**config.mk**
```make
export PLATFORM = sky130hd
export DESIGN_NAME = vqc_classifier
export DESIGN_NICKNAME = d
export VERILOG_FILES = /design/src/pkg/vqc_pkg.sv /design/src/logic/vqc_classifier.sv
export SDC_FILE = /design/constraint.sdc
export NUM_CORES = 1
export LEC_CHECK = 0
export BUFFER_PORTS_ARGS = -buffer_cell sky130_fd_sc_hd__buf_2
export CAP_MARGIN = 20
export CORE_MARGIN = 2
export CORE_UTILIZATION = 35
export DETAILED_ROUTE_END_ITERATION = 10
export PLACE_DENSITY_LB_ADDON = 0.3
export SLEW_MARGIN = 20
export SYNTH_ARGS = -nofsm -noshare
export SYNTH_HDL_FRONTEND = slang
export SYNTH_SLANG_ARGS = --single-unit
```
**constraint.sdc**
```tcl
create_clock -name pclk -period 11.13 [get_ports pclk]
set_input_delay 1.113 -clock pclk [delete_from_list [all_inputs] [get_ports pclk]]
set_output_delay 1.113 -clock pclk [all_outputs]
set_load 0.02 [all_outputs]
```
**src/pkg/vqc_pkg.sv**
```systemverilog
package vqc_pkg;
  // ----------------------------------------------------------------
  // Geometry
  // ----------------------------------------------------------------
  localparam int NPORT = 3;
  localparam int NQUEUE = 4;
  localparam int IDX_W = 10;
  // ----------------------------------------------------------------
  // Register indices (byte address is four times the index)
  // ----------------------------------------------------------------
  localparam logic [IDX_W-1:0] IDX_GCTRL2 = 10'h004;
  localparam logic [IDX_W-1:0] IDX_GCTRL3 = 10'h006;
  localparam logic [IDX_W-1:0] IDX_PRIO_MAP = 10'h00c;
  localparam logic [IDX_W-1:0] IDX_TOS_MAP0 = 10'h016;
  localparam logic [IDX_W-1:0] IDX_GCTRL9 = 10'h0ae;
  localparam logic [IDX_W-1:0] IDX_STATUS = 10'h0f0;
  localparam logic [IDX_W-1:0] IDX_P_CTRL1 [NPORT] = '{10'h06c, 10'h084, 10'h09c};
  localparam logic [IDX_W-1:0] IDX_P_CTRL2 [NPORT] = '{10'h06e, 10'h086, 10'h09e};
  localparam logic [IDX_W-1:0] IDX_P_TAG [NPORT] = '{10'h070, 10'h088, 10'h0a0};
  localparam logic [IDX_W-1:0] IDX_P_RHI [NPORT] = '{10'h0c8, 10'h0cc, 10'h0d0};
  localparam logic [IDX_W-1:0] IDX_P_RLO [NPORT] = '{10'h0ca, 10'h0ce, 10'h0d2};
  localparam int TOS_REGS = 8;
  // ----------------------------------------------------------------
  // Reset values
  // ----------------------------------------------------------------
  localparam logic [15:0] RST_GCTRL2 = 16'h00c0;
  localparam logic [15:0] RST_GCTRL3 = 16'h6300;
  localparam logic [15:0] RST_PRIO_MAP = 16'hfa50;
  localparam logic [15:0] RST_GCTRL9 = 16'h0000;
  localparam logic [15:0] RST_P_CTRL1 = 16'h0000;
  localparam logic [15:0] RST_P_CTRL2 = 16'h0607;
  localparam logic [15:0] RST_P_TAG = 16'h0001;
  localparam logic [15:0] RST_P_RHI = 16'h8488;
  localparam logic [15:0] RST_P_RLO = 16'h8182;
  localparam logic [15:0] RST_TOS = 16'h0000;
  // ----------------------------------------------------------------
  // Field positions
  // ----------------------------------------------------------------
  localparam int B_VLAN_EN = 15;
  localparam int B_UC_MISMATCH = 7;
  localparam int B_BUF_RESERVE = 0;
  localparam int B_NULL_VID = 3;
  localparam int B_INV_FWD_LO = 8;
  localparam int B_ING_FILTER = 14;
  localparam int B_ZERO_VID_DROP = 13;
  localparam int B_PRIO_CEIL = 3;
  localparam int B_DROP_TAGGED = 9;
  localparam int B_TWO_Q = 8;
  localparam int B_DSCP_EN = 6;
  localparam int B_DOT1P_EN = 5;
  localparam int B_PORT_PRIO_LO = 3;
  localparam int B_TAG_INS = 2;
  localparam int B_TAG_RMV = 1;
  localparam int B_MULTI_Q = 0;
  localparam int B_CFI = 12;
  localparam int B_UPRI_LO = 13;
  localparam int RATIO_W = 7;
  localparam int B_RATIO_CTL = 7;
  localparam int B_RATIO_HI_LO = 8;
  localparam int RESERVE_BUFS = 48;
endpackage

```
**src/logic/vqc_classifier.sv**
```systemverilog
`timescale 1ns/1ns
`default_nettype none
module vqc_classifier #(
  parameter int RESERVE = vqc_pkg::RESERVE_BUFS
) (
  // APB slave
  input wire logic pclk,
  input wire logic presetn,
  input wire logic psel,
  input wire logic penable,
  input wire logic pwrite,
  input wire logic [11:0] paddr,
  input wire logic [31:0] pwdata,
  output logic [31:0] prdata,
  output logic pready,
  output logic pslverr,
  // Ingress frame header descriptor
  input wire logic hdr_valid,
  input wire logic [1:0] hdr_src,
  input wire logic hdr_tagged,
  input wire logic [11:0] hdr_vid,
  input wire logic [2:0] hdr_pcp,
  input wire logic [5:0] hdr_tos,
  input wire logic hdr_unicast,
  input wire logic [2:0] hdr_dst_mask,
  input wire logic hdr_vid_known,
  input wire logic [2:0] hdr_vid_members,
  // Classification result
  output logic res_valid,
  output logic res_drop,
  output logic [2:0] res_fwd_mask,
  output logic [1:0] res_class,
  output logic [2:0][1:0] res_queue,
  output logic [15:0] res_tag,
  output logic [2:0] res_ins_mask,
  output logic [2:0] res_rmv_mask,
  // Egress scheduler per port
  input wire logic [2:0][3:0] tx_q_pending,
  input wire logic [2:0] tx_slot,
  output logic [2:0] tx_pick_valid,
  output logic [2:0][1:0] tx_pick_queue,
  // Buffer reservation per port
  output logic [2:0][5:0] reserve_bufs
);
  import vqc_pkg::*;

  initial begin
    if (RESERVE < 1 || RESERVE > 63) begin
      $error("RESERVE must fit six bits");
    end
  end

  // ----------------------------------------------------------------
  // Register file
  // ----------------------------------------------------------------
  logic [15:0] gctrl2_r, gctrl3_r, prio_map_r, gctrl9_r, status_r;
  logic [15:0] ctrl1_r [NPORT];
  logic [15:0] ctrl2_r [NPORT];
  logic [15:0] tag_r [NPORT];
  logic [15:0] rhi_r [NPORT];
  logic [15:0] rlo_r [NPORT];
  logic [15:0] tos_r [TOS_REGS];
  logic [IDX_W-1:0] idx;
  logic wr_en, rd_hit;
  logic [15:0] rd_val;

  assign idx = paddr[11:2];
  assign wr_en = psel && penable && pwrite && rd_hit;

  // Address decode and read mux shared by reads and error answer
  always_comb begin
    rd_hit = paddr[1:0] == 2'b00;
    rd_val = 16'h0000;
    unique case (idx)
      IDX_GCTRL2: rd_val = gctrl2_r;
      IDX_GCTRL3: rd_val = gctrl3_r;
      IDX_PRIO_MAP: rd_val = prio_map_r;
      IDX_GCTRL9: rd_val = gctrl9_r;
      IDX_STATUS: rd_val = status_r;
      default: begin
        rd_hit = 1'b0;
        for (int p = 0; p < NPORT; p++) begin
          if (idx == IDX_P_CTRL1[p]) begin
            rd_val = ctrl1_r[p];
            rd_hit = 1'b1;
          end
          if (idx == IDX_P_CTRL2[p]) begin
            rd_val = ctrl2_r[p];
            rd_hit = 1'b1;
          end
          if (idx == IDX_P_TAG[p]) begin
            rd_val = tag_r[p];
            rd_hit = 1'b1;
          end
          if (idx == IDX_P_RHI[p]) begin
            rd_val = rhi_r[p];
            rd_hit = 1'b1;
          end
          if (idx == IDX_P_RLO[p]) begin
            rd_val = rlo_r[p];
            rd_hit = 1'b1;
          end
        end
        for (int t = 0; t < TOS_REGS; t++) begin
          if (idx == IDX_TOS_MAP0 + IDX_W'(2 * t)) begin
            rd_val = tos_r[t];
            rd_hit = 1'b1;
          end
        end
        rd_hit = rd_hit && paddr[1:0] == 2'b00;
      end
    endcase
  end

  // Zero wait states; read data captured in setup so it leaves a flop
  assign pready = 1'b1;
  assign pslverr = psel && penable && !rd_hit;

  always_ff @(posedge pclk or negedge presetn) begin
    if (!presetn) begin
      prdata <= 32'h0000_0000;
    end else if (psel && !penable && !pwrite) begin
      prdata <= {16'h0000, rd_val};
    end
  end

  // Writes take effect in the access phase only
  always_ff @(posedge pclk or negedge presetn) begin
    if (!presetn) begin
      gctrl2_r <= RST_GCTRL2;
      gctrl3_r <= RST_GCTRL3;
      prio_map_r <= RST_PRIO_MAP;
      gctrl9_r <= RST_GCTRL9;
      for (int p = 0; p < NPORT; p++) begin
        ctrl1_r[p] <= RST_P_CTRL1;
        ctrl2_r[p] <= RST_P_CTRL2;
        tag_r[p] <= RST_P_TAG;
        rhi_r[p] <= RST_P_RHI;
        rlo_r[p] <= RST_P_RLO;
      end
      for (int t = 0; t < TOS_REGS; t++) begin
        tos_r[t] <= RST_TOS;
      end
    end else if (wr_en) begin
      if (idx == IDX_GCTRL2) gctrl2_r <= pwdata[15:0];
      if (idx == IDX_GCTRL3) gctrl3_r <= pwdata[15:0];
      if (idx == IDX_PRIO_MAP) prio_map_r <= pwdata[15:0];
      if (idx == IDX_GCTRL9) gctrl9_r <= pwdata[15:0];
      for (int p = 0; p < NPORT; p++) begin
        if (idx == IDX_P_CTRL1[p]) ctrl1_r[p] <= pwdata[15:0];
        if (idx == IDX_P_CTRL2[p]) ctrl2_r[p] <= pwdata[15:0];
        if (idx == IDX_P_TAG[p]) tag_r[p] <= pwdata[15:0];
        if (idx == IDX_P_RHI[p]) rhi_r[p] <= pwdata[15:0];
        if (idx == IDX_P_RLO[p]) rlo_r[p] <= pwdata[15:0];
      end
      for (int t = 0; t < TOS_REGS; t++) begin
        if (idx == IDX_TOS_MAP0 + IDX_W'(2 * t)) tos_r[t] <= pwdata[15:0];
      end
    end
  end

  // ----------------------------------------------------------------
  // Ingress classification
  // ----------------------------------------------------------------
  // Bit of the path-insert field for a source/destination pair
  function automatic int path_bit(input int s, input int d);
    return 2 * s + ((d > s) ? d - 1 : d);
  endfunction

  // Queue field of a two-bit-per-entry table
  function automatic logic [1:0] map2(input logic [127:0] tbl, input logic [5:0] i);
    return tbl[2*i +: 2];
  endfunction

  logic [1:0] src;
  logic vlan_en, vid_null, drop_nxt;
  logic [11:0] pvid, vid_eff;
  logic [2:0] pcp_eff, fwd_nxt, ins_nxt, rmv_nxt;
  logic [1:0] class_nxt;
  logic [2:0][1:0] queue_nxt;
  logic [127:0] tos_flat;

  assign src = (hdr_src > 2'd2) ? 2'd2 : hdr_src;
  assign vlan_en = gctrl2_r[B_VLAN_EN];
  assign pvid = tag_r[src][11:0];
  assign vid_null = hdr_tagged && hdr_vid == 12'h000;

  always_comb begin
    for (int t = 0; t < TOS_REGS; t++) begin
      tos_flat[16*t +: 16] = tos_r[t];
    end
  end

  // Effective VID: untagged frames take the port VID
  always_comb begin
    vid_eff = hdr_tagged ? hdr_vid : pvid;
    if (vid_null && gctrl3_r[B_NULL_VID]) begin
      vid_eff = pvid;
    end
  end

  // Priority ceiling swaps in the port's own user priority
  assign pcp_eff = (hdr_tagged && ctrl2_r[src][B_PRIO_CEIL]) ?
                   tag_r[src][15:13] : hdr_pcp;

  // Forwarding and discard decisions
  always_comb begin
    drop_nxt = hdr_tagged && ctrl1_r[src][B_DROP_TAGGED];
    fwd_nxt = hdr_dst_mask & ctrl2_r[src][2:0];
    if (vlan_en) begin
      if (vid_null && ctrl2_r[src][B_ZERO_VID_DROP]) begin
        drop_nxt = 1'b1;
      end
      if (hdr_tagged && ctrl2_r[src][B_ING_FILTER] && vid_eff != pvid) begin
        drop_nxt = 1'b1;
      end
      if (!hdr_vid_known) begin
        fwd_nxt = fwd_nxt & gctrl9_r[B_INV_FWD_LO +: 3];
      end else begin
        if (gctrl2_r[B_UC_MISMATCH] && hdr_unicast &&
            (hdr_dst_mask & ~hdr_vid_members) != 3'b000) begin
          drop_nxt = 1'b1;
        end
        fwd_nxt = fwd_nxt & hdr_vid_members;
      end
    end
    fwd_nxt[src] = 1'b0;
    if (drop_nxt) begin
      fwd_nxt = 3'b000;
    end
  end

  // Queue class: DiffServ first, then 802.1p, else port-based
  always_comb begin
    if (ctrl1_r[src][B_DSCP_EN]) begin
      class_nxt = map2(tos_flat, hdr_tos);
    end else if (ctrl1_r[src][B_DOT1P_EN] && hdr_tagged) begin
      class_nxt = map2({112'h0, prio_map_r}, {3'b000, pcp_eff});
    end else begin
      class_nxt = ctrl1_r[src][B_PORT_PRIO_LO +: 2];
    end
  end

  // Egress queue count and tag edits per destination
  always_comb begin
    for (int d = 0; d < NPORT; d++) begin
      if (ctrl1_r[d][B_MULTI_Q]) begin
        queue_nxt[d] = class_nxt;
      end else if (ctrl1_r[d][B_TWO_Q]) begin
        queue_nxt[d] = {1'b0, class_nxt[1]};
      end else begin
        queue_nxt[d] = 2'b00;
      end
      ins_nxt[d] = !hdr_tagged && fwd_nxt[d] && (ctrl1_r[d][B_TAG_INS] ||
                   (d != int'(src) && gctrl9_r[path_bit(int'(src), d)]));
      rmv_nxt[d] = hdr_tagged && fwd_nxt[d] && ctrl1_r[d][B_TAG_RMV];
    end
  end

  // Result flops; one cycle after the header
  always_ff @(posedge pclk or negedge presetn) begin
    if (!presetn) begin
      res_valid <= 1'b0;
      res_drop <= 1'b0;
      res_fwd_mask <= 3'b000;
      res_class <= 2'b00;
      res_queue <= '0;
      res_tag <= 16'h0000;
      res_ins_mask <= 3'b000;
      res_rmv_mask <= 3'b000;
      status_r <= 16'h0000;
    end else begin
      res_valid <= hdr_valid;
      if (hdr_valid) begin
        res_drop <= drop_nxt;
        res_fwd_mask <= fwd_nxt;
        res_class <= class_nxt;
        res_queue <= queue_nxt;
        res_tag <= {pcp_eff, tag_r[src][B_CFI], vid_eff};
        res_ins_mask <= ins_nxt;
        res_rmv_mask <= rmv_nxt;
        // Last result readable by software
        status_r <= {8'h00, drop_nxt, fwd_nxt, class_nxt, src};
      end
    end
  end

  // Reservation only counts while multiple queues are running
  always_comb begin
    for (int p = 0; p < NPORT; p++) begin
      reserve_bufs[p] = (gctrl2_r[B_BUF_RESERVE] && ctrl1_r[p][B_MULTI_Q]) ?
                        6'(RESERVE) : 6'd0;
    end
  end

  // ----------------------------------------------------------------
  // Egress queue scheduler
  // ----------------------------------------------------------------
  logic [RATIO_W-1:0] credit_r [NPORT][NQUEUE];
  logic [NQUEUE-1:0] strict [NPORT];
  logic [RATIO_W-1:0] ratio [NPORT][NQUEUE];
  logic [1:0] pick [NPORT];
  logic found [NPORT];
  logic reload [NPORT];

  // Highest eligible queue; strict queues are always eligible
  always_comb begin
    for (int p = 0; p < NPORT; p++) begin
      ratio[p][3] = rhi_r[p][RATIO_W-1:0];
      ratio[p][2] = rhi_r[p][B_RATIO_HI_LO +: RATIO_W];
      ratio[p][1] = rlo_r[p][RATIO_W-1:0];
      ratio[p][0] = rlo_r[p][B_RATIO_HI_LO +: RATIO_W];
      strict[p] = {!rhi_r[p][B_RATIO_CTL], !rhi_r[p][B_RATIO_CTL+8],
                   !rlo_r[p][B_RATIO_CTL], !rlo_r[p][B_RATIO_CTL+8]};
      found[p] = 1'b0;
      pick[p] = 2'd0;
      for (int q = 0; q < NQUEUE; q++) begin
        if (tx_q_pending[p][q] && (strict[p][q] || credit_r[p][q] != '0)) begin
          found[p] = 1'b1;
          pick[p] = 2'(q);
        end
      end
      // Interval ends when pending queues have spent their credit
      reload[p] = !found[p] && tx_q_pending[p] != 4'h0;
      if (reload[p]) begin
        for (int q = 0; q < NQUEUE; q++) begin
          if (tx_q_pending[p][q]) pick[p] = 2'(q);
        end
      end
    end
  end

  always_ff @(posedge pclk or negedge presetn) begin
    if (!presetn) begin
      for (int p = 0; p < NPORT; p++) begin
        for (int q = 0; q < NQUEUE; q++) begin
          credit_r[p][q] <= '0;
        end
      end
    end else begin
      for (int p = 0; p < NPORT; p++) begin
        if (tx_slot[p] && reload[p]) begin
          for (int q = 0; q < NQUEUE; q++) begin
            credit_r[p][q] <= ratio[p][q];
          end
          if (ratio[p][pick[p]] != '0) begin
            credit_r[p][pick[p]] <= ratio[p][pick[p]] - 1'b1;
          end
        end else if (tx_slot[p] && found[p] && !strict[p][pick[p]]) begin
          credit_r[p][pick[p]] <= credit_r[p][pick[p]] - 1'b1;
        end
      end
    end
  end

  always_ff @(posedge pclk or negedge presetn) begin
    if (!presetn) begin
      tx_pick_valid <= 3'b000;
      tx_pick_queue <= '0;
    end else begin
      for (int p = 0; p < NPORT; p++) begin
        tx_pick_valid[p] <= tx_slot[p] && tx_q_pending[p] != 4'h0;
        if (tx_slot[p]) tx_pick_queue[p] <= pick[p];
      end
    end
  end
endmodule
`default_nettype wire

```
==> reports/results.txt, run 1 <==
Total power - 4.99 mW
Max Cap Viol - 0
Average wire per standard cell - 27.2 um
Fin util - 39.5%
Clock latency on the worst-skew pair - 0.62 ns
Largest net degree at the start of global routing - 167
Avg Inst Size Synth - 11.0 um2
Root Driver - clkbuf_16
Setup TNS - 0 ns
Num CTS Buffers - 66
Hold buffers post-CTS - 0
Post-CTS setup buffer count - 0
Unrepaired setup endpoints after global routing - false
Initial antenna violation count - 10
CTS tree - done
Syn. warnings - 0
Rows - 111
Final min period - 5.41 ns
Fmax - 185 MHz
WP data arrival - 5.90 ns
Post-synth top cells - dfrtp_1, mux2_2, mux2_1, clkbuf_1, nand2_1
Least-Margin Pin Slew - 1.20 ns
HPWL after detailed placement - 78000 um
Worst min path class - flop to flop
Detail Route Antenna Nets - 0
Main combinational cell family by area after synthesis - multiplexers
Total gr overflow - 0
Design area - 36200 um2
Synth unique cells - 99
Worst rel slew slack - 20.2%
Synth Flop Type - dfrtp_1
Count leader, synth - dfrtp_1
Final period util - 48.6%
Synth Area in Simple Gates - 10.8%
Clock tree buffer depth - 3
Final hold vios - 0
Vias - 26200
CTS clock-pin slew for the worst setup and hold paths - 0.05 ns
Number of synthesized register bits - 578
Vias/cell - 6.22
Starting Density - 35.3%
Compound-cell area share of the yosys netlist - 17.8%
Clk_skew - 0.0310 ns
Synth Area in XOR/XNOR - 0.975%
Adder-Cell Fraction of Synth Area - 0.348%
Area of the core - 91700 um2
Final Max Tran Viols - 0
# IOs - 193
Setup CP Type - input port to flop
DR iter-0 viols - 2946
R2R setup slack - 6.33 ns
Leakage - 16.2 nW
First-pass GRT wire length - 172000 um
Critical Path Start Type - input port
Share of layout cells above drive strength 1 - 23.4%
Dominant cells by area after synthesis - dfrtp_1, mux2_2, mux2_1
# DRC - 0
Die Ht - 308 um
Die area - 94900 um2
Yosys top cell area share - 40.4%
# nets final - 3072
Total Routing Usage GR - 23.9%
Port buffer count - 147
Final setup violation count - 0
H-tree Lvls - 3
Worst IR Drop VDD - 129 uV
Async SR Flop Fraction - 100%
Mapped Area - 32300 um2
Drt first pass iters - 7
Critical Path Fanout Max - 26
Register area share after synthesis - 44.9%
Worst path required time - 11.62 ns
Post-CTS sizing - 0
Outcome - finished, final reports clean
Die X - 308 um
Placer Congestion - 0.899
Mux cell area share after synthesis - 20.9%
Cell count after synthesis - 2937
Vias in the first global route - 25200
Post-synth EDFFs - 0
Pwr Density - 138 nW/um2
Total Wirelength - 115000 um
Crit end category - flop
Count of clock tree sinks - 578
Placed Instance Area - 33900 um2
Post-synth top area cell - dfrtp_1
Area growth syn-to-layout - 11.8%
[flip-flops by register name, indices dropped and copies added, names as in the netlist, 6 cells and up]
| name | cells |
|---|---|
| tos_flat | 128 |
| credit_r | 84 |
| ratio | 84 |
| ctrl1_r | 48 |
| ctrl2_r | 48 |
| tag_r | 48 |
| gctrl2_r | 16 |
| gctrl3_r | 16 |
| gctrl9_r | 16 |
| prdata | 16 |
| prio_map_r | 16 |
| res_tag | 16 |
| res_queue | 6 |
| rhi_r | 6 |
| rlo_r | 6 |
| tx_pick_queue | 6 |
[worst max-delay path: stages]
cell and delay, ns:
buf_2 0.13, or4_1 0.67, nor3_2 0.22, buf_4 0.25
nand2b_1 0.74, nor3_1 0.32, a311oi_2 0.44, nand4_4 0.12
buf_4 0.36, nor2_2 1.03, mux2_2 0.42
[cells by family after synthesis]
family | Yosys count
adder cells (fa/ha/maj) | 9
other | 2
buffers and inverters | 303
flip-flops | 578
XOR/XNOR | 36
AND/OR/NAND/NOR | 655
AO/OA/AOI/OAI | 787
multiplexers | 567
[placed cells by master, fill, tap and decap left out, types with 68 or more instances in the layout]
| cell | n |
|---|---|
| dfrtp_1 | 522 |
| o21ai_0 | 95 |
| a21oi_1 | 155 |
| mux2_2 | 234 |
| buf_2 | 146 |
| mux2i_1 | 82 |
| nand2_1 | 157 |
| clkbuf_16 | 68 |
| nor2_1 | 145 |
| a22oi_1 | 70 |
| nand3_1 | 92 |
| mux2_1 | 210 |
[metrics by stage]
step                setup WS [ns]  hold slack (ns)  cells
floorplan                    6.88            0.458   2964
global placement             5.29            0.466   4083
detailed placement           5.27            0.469   4083
CTS                          5.91            0.486   4204
global route                 5.69            0.500   4208
finish                       5.72            0.475   4208
[area by class of cell]
type	count	area (um2)
fill	8901	55500
sequential	578	14500
antenna	3	7.51
clock buffer	102	1940
tap	1186	1480
multi-input combinational	2083	16600
timing repair buffer	197	1160
inverter	40	150
clock inverter	19	295
[power by group]
| part | switching [mW] | total [mW] | internal (mW) | leakage [nW] |
|---|---|---|---|---|
| registers | 0.0557 | 2.22 | 2.16 | 7.66 |
| clock network | 0.943 | 2.29 | 1.35 | 1.08 |
| logic | 0.327 | 0.481 | 0.154 | 7.44 |
[per-layer routing]
layer  global-route usage [%]  share of wire (%)
met1                     34.0                 44
met3                     3.13                7.4
met4                     10.3                4.3
met2                     36.3                 44
met5                        0              0.063
[worst paths after layout]
kind | startpoint | to | depth (start not counted)
min in group asynchronous | presetn | res_tag[2] | 1
min | tx_pick_queue[5] | tx_pick_queue[5] | 1
max in group asynchronous | presetn | tos_flat[25] | 2
min reg2reg | tx_pick_queue[5] | tx_pick_queue[5] | 1
max | paddr[11] | ctrl2_r[23] | 11
max reg2reg | rlo_r[47] | credit_r[81] | 12
Note: power is estimated with default switching activity, not from simulation.
==> run 2: changes to the inputs <==
ABC_AREA = 1   (was unset)
clock period = 4.5 ns   (was 11.13 ns; I/O delays follow)
==> reports/results.txt, run 2 <==
Outcome - finished, final reports clean (unchanged)
Cell count after synthesis - 4617 (was 2937)
Area of the multi-input gates - 15400 um2 (was 16600 um2)
Port buffer count - 147 (unchanged)
Die Ht - 312 um (was 308 um)
Final period util - 89.4%
Syn. warnings - 0 (unchanged)
Num CTS Buffers - 69 (was 66)
Post-synth top cells - nand2_1, dfrtp_1, inv_1, nor2_1, o21ai_0 (was dfrtp_1, mux2_2, mux2_1, clkbuf_1, nand2_1)
Fmax - 249 MHz
Final Max Tran Viols - 0 (unchanged)
# nets final - 4808 (was 3072)
Count leader, synth - nand2_1 (was dfrtp_1)
Worst Reg-to-Reg Cells - 20 (was 12)
DR iter-0 viols - 3321 (was 2946)
CTS clock-pin slew for the worst setup and hold paths - 0.06 ns (was 0.05 ns)
Register area - 14500 um2 (unchanged)
Final min period - 4.02 ns
Starting Density - 35.4% (was 35.3%)
Post-synth top area cell - dfrtp_1 (unchanged)
Die area - 97100 um2 (was 94900 um2)
Number of synthesized register bits - 578 (unchanged)
Reg-to-Reg Start - rlo_r[39] (was rlo_r[47])
HPWL after detailed placement - 88200 um (was 78000 um)
Hold EP - tx_pick_queue[2] (was tx_pick_queue[5])
Final setup violation count - 0 (unchanged)
Vias in the first global route - 29600 (was 25200)
Least-Margin Pin Slew - 1.09 ns (was 1.20 ns)
First-pass GRT wire length - 185000 um (was 172000 um)
Crit-path cells - nand2_1 -> nor4_2 -> o21ai_1 -> nor2_4 -> nand2_2 -> nand2_2 -> nor2_2 -> nand2_1 -> o21ai_0 -> nor2_2 -> ha_1 -> inv_1 -> nor2_1 -> nand3_1 -> buf_4 -> nand2_2 -> inv_1 -> nand2_1 -> nand3_1 -> a21oi_1 (was buf_2 -> or4_1 -> nor3_2 -> buf_4 -> nand2b_1 -> nor3_1 -> a311oi_2 -> nand4_4 -> buf_4 -> nor2_2 -> mux2_2)
Area growth syn-to-layout - 12.3% (was 11.8%)
Min-Delay Startpoint - tx_slot[1] (was tx_pick_queue[5])
Worst min path class - input port to flop (was flop to flop)
Switch Pwr - 3.64 mW (was 1.33 mW)
Commonest non-fill, non-tap cell in the layout - nand2_1 (was dfrtp_1)
WP data arrival - 4.54 ns (was 5.90 ns)
Vias/cell - 5.22 (was 6.22)
Critical Path Fanout Max - 13 (was 26)
Pwr Density - 348 nW/um2 (was 138 nW/um2)
Detail Route Antenna Nets - 0 (unchanged)
Most frequent cells in the layout - nand2_1, dfrtp_1, inv_1 (was dfrtp_1, mux2_2, mux2_1)
Initial antenna violation count - 8 (was 10)
Final hold vios - 0 (unchanged)
FF-to-FF End - credit_r[74] (was credit_r[81])
CP peak stage delay - 0.63 ns (was 1.03 ns)
Worst IR Drop VDD - 287 uV (was 129 uV)
Yosys top cell area share - 39.4% (was 40.4%)
Worst path required time - 5.02 ns (was 11.62 ns)
Sequential share of power - 43.1% (was 44.4%)
Count of clock tree sinks - 578 (unchanged)
Clock tree buffer depth - 3 (unchanged)
Unrepaired setup endpoints after global routing - false (unchanged)
R2R setup slack - 0.48 ns (was 6.33 ns)
Setup CP Type - flop to flop (was input port to flop)
Dominant cells by area after synthesis - dfrtp_1, nand2_1, o21ai_0 (was dfrtp_1, mux2_2, mux2_1)
Area of the core - 93600 um2 (was 91700 um2)
Register area share after synthesis - 43.9% (was 44.9%)
Crit end category - flop (unchanged)
Net Sw Frac - 28.1% (was 26.5%)
# IOs - 193 (unchanged)
P_int - 9.33 mW (was 3.67 mW)
Mapped Area - 33100 um2 (was 32300 um2)
Largest net degree at the start of global routing - 104 (was 167)
Total Routing Usage GR - 24.6% (was 23.9%)
Async SR Flop Fraction - 100% (unchanged)
Total Wirelength - 121000 um (was 115000 um)
Leakage - 17.3 nW (was 16.2 nW)
Synth unique cells - 61 (was 99)
Drt first pass iters - 6 (was 7)
# DRC - 0 (unchanged)
Vias - 31400 (was 26200)
Worst hold path depth - 2 (was 1)
Share of layout cells above drive strength 1 - 11.7% (was 23.4%)
Rows - 112 (was 111)
Critical Path Start Type - flop (was input port)
Setup TNS - 0 ns (unchanged)
Root Driver - clkbuf_16 (unchanged)
Combinational fraction of design power - 11.8% (was 9.6%)
Post-synth EDFFs - 0 (unchanged)
Average wire per standard cell - 20.2 um (was 27.2 um)
H-tree Lvls - 3 (unchanged)
CTS tree - done (unchanged)
Clock latency on the worst-skew pair - 0.64 ns (was 0.62 ns)
Placer Congestion - 0.947 (was 0.899)
Max Cap Viol - 0 (unchanged)
Total gr overflow - 0 (unchanged)
Post-CTS setup buffer count - 0 (unchanged)
Synth Flop Type - dfrtp_1 (unchanged)
FILL cells - 9962 (was 8901)
Clk_skew - 0.0429 ns (was 0.0310 ns)
Post-CTS sizing - 0 (unchanged)
Worst rel slew slack - 25.5% (was 20.2%)
Largest register FFs - 128 (unchanged)
Die X - 312 um (was 308 um)
CP max-delay cell - dfstp_2 (was nor2_2)
Total power - 13.0 mW (was 4.99 mW)
Avg Inst Size Synth - 7.17 um2 (was 11.0 um2)
Power share of the clock group - 45.1% (was 45.9%)
run 2: cell count changes after synthesis, sizes merged, moves of 82 or more:
cell | before | now
inv | 39 | 451
mux2 | 444 | 0
o21ai | 104 | 686
mux2i | 82 | 0
nand2 | 157 | 1499
nand3 | 92 | 179
nor2 | 169 | 420
run 2: worst max-delay path by stage:
stage          startpoint            to  slack [ns]  cells past startpoint
2_1_floorplan   rlo_r[39]  credit_r[74]        1.55                     21
3_3_place_gp     paddr[4]    ctrl1_r[9]        0.44                     14
3_5_place_dp    paddr[10]    ctrl1_r[9]        0.41                     16
4_1_cts         rlo_r[31]  credit_r[53]        0.57                     21
5_1_grt         rlo_r[31]  credit_r[53]        0.11                     21
6_report        rlo_r[39]  credit_r[74]        0.48                     20
run 2: cell families (layout without fill, tap and decap cells):
kind of cell / count (synthesis) / in the layout / synth area share (%)
AO/OA/AOI/OAI: 998 / 998 / 16.2
other: 2 / 32 / 0.0227
AND/OR/NAND/NOR: 2293 / 2293 / 29.1
buffers and inverters: 717 / 831 / 9.91
XOR/XNOR: 20 / 20 / 0.552
flip-flops: 578 / 578 / 43.9
adder cells (fa/ha/maj): 9 / 9 / 0.340
run 2: layer usage:
| metal | track usage (%) | vias up | part of all wire (%) |
|---|---|---|---|
| met5 | 0 | - | 0.037 |
| met4 | 10.3 | 8 | 4.6 |
| met3 | 3.51 | 233 | 6.4 |
| met2 | 39.4 | 1114 | 46 |
| met1 | 33.3 | 14900 | 43 |
| li1 | - | 15100 | - |
run 2: power by group through the flow:
| stage | logic (mW) | clock network [mW] | registers [mW] |
|---|---|---|---|
| CTS | 1.53 | 5.95 | 5.59 |
| global route | 1.71 | 6.15 | 5.61 |
| global placement | 1.51 | 0 | 5.67 |
| detailed placement | 1.52 | 0 | 5.68 |
| finish | 1.53 | 5.85 | 5.59 |
| floorplan | 0.916 | 0 | 5.68 |
run 2: cell type report:
| cell class | count | area share, % |
|---|---|---|
| inverter | 454 | 4.58 |
| clock buffer | 102 | 5.57 |
| multi-input combinational | 3349 | 41.5 |
| timing repair buffer | 250 | 4.26 |
| antenna | 3 | 0.0202 |
| sequential | 578 | 39.1 |
| tap | 1254 | 4.22 |
| clock inverter | 25 | 0.834 |
run 2: stage by stage:
| stage | hold slack [ns] | instance area (um2) | util [%] | setup WS (ns) | instances |
|---|---|---|---|---|---|
| CTS | 0.0652 | 37200 | 39.7 | 0.574 | 6012 |
| detailed placement | 0.465 | 34800 | 37.2 | 0.410 | 5884 |
| floorplan | 0.154 | 33200 | - | 1.55 | 4644 |
| finish | 0.0929 | 37200 | 39.7 | 0.479 | 6015 |
| global route | 0.0969 | 37200 | 39.7 | 0.111 | 6013 |
| global placement | 0.461 | 34800 | 37.2 | 0.440 | 5884 |
run 2: what timing repair did:
item	in CTS	in global routing
endpoints found under the setup margin	0	0
hold buffers	1	0
endpoints found under the hold margin	73	0
run 2: worst max-delay path: cells and delay by family, from the launching register on:
family / cells / cell delay [ns]
buffers and inverters: 3 / 0.40
AO/OA/AOI/OAI: 3 / 0.47
AND/OR/NAND/NOR: 13 / 2.20
flip-flops: 1 / 0.63
adder cells (fa/ha/maj): 1 / 0.21
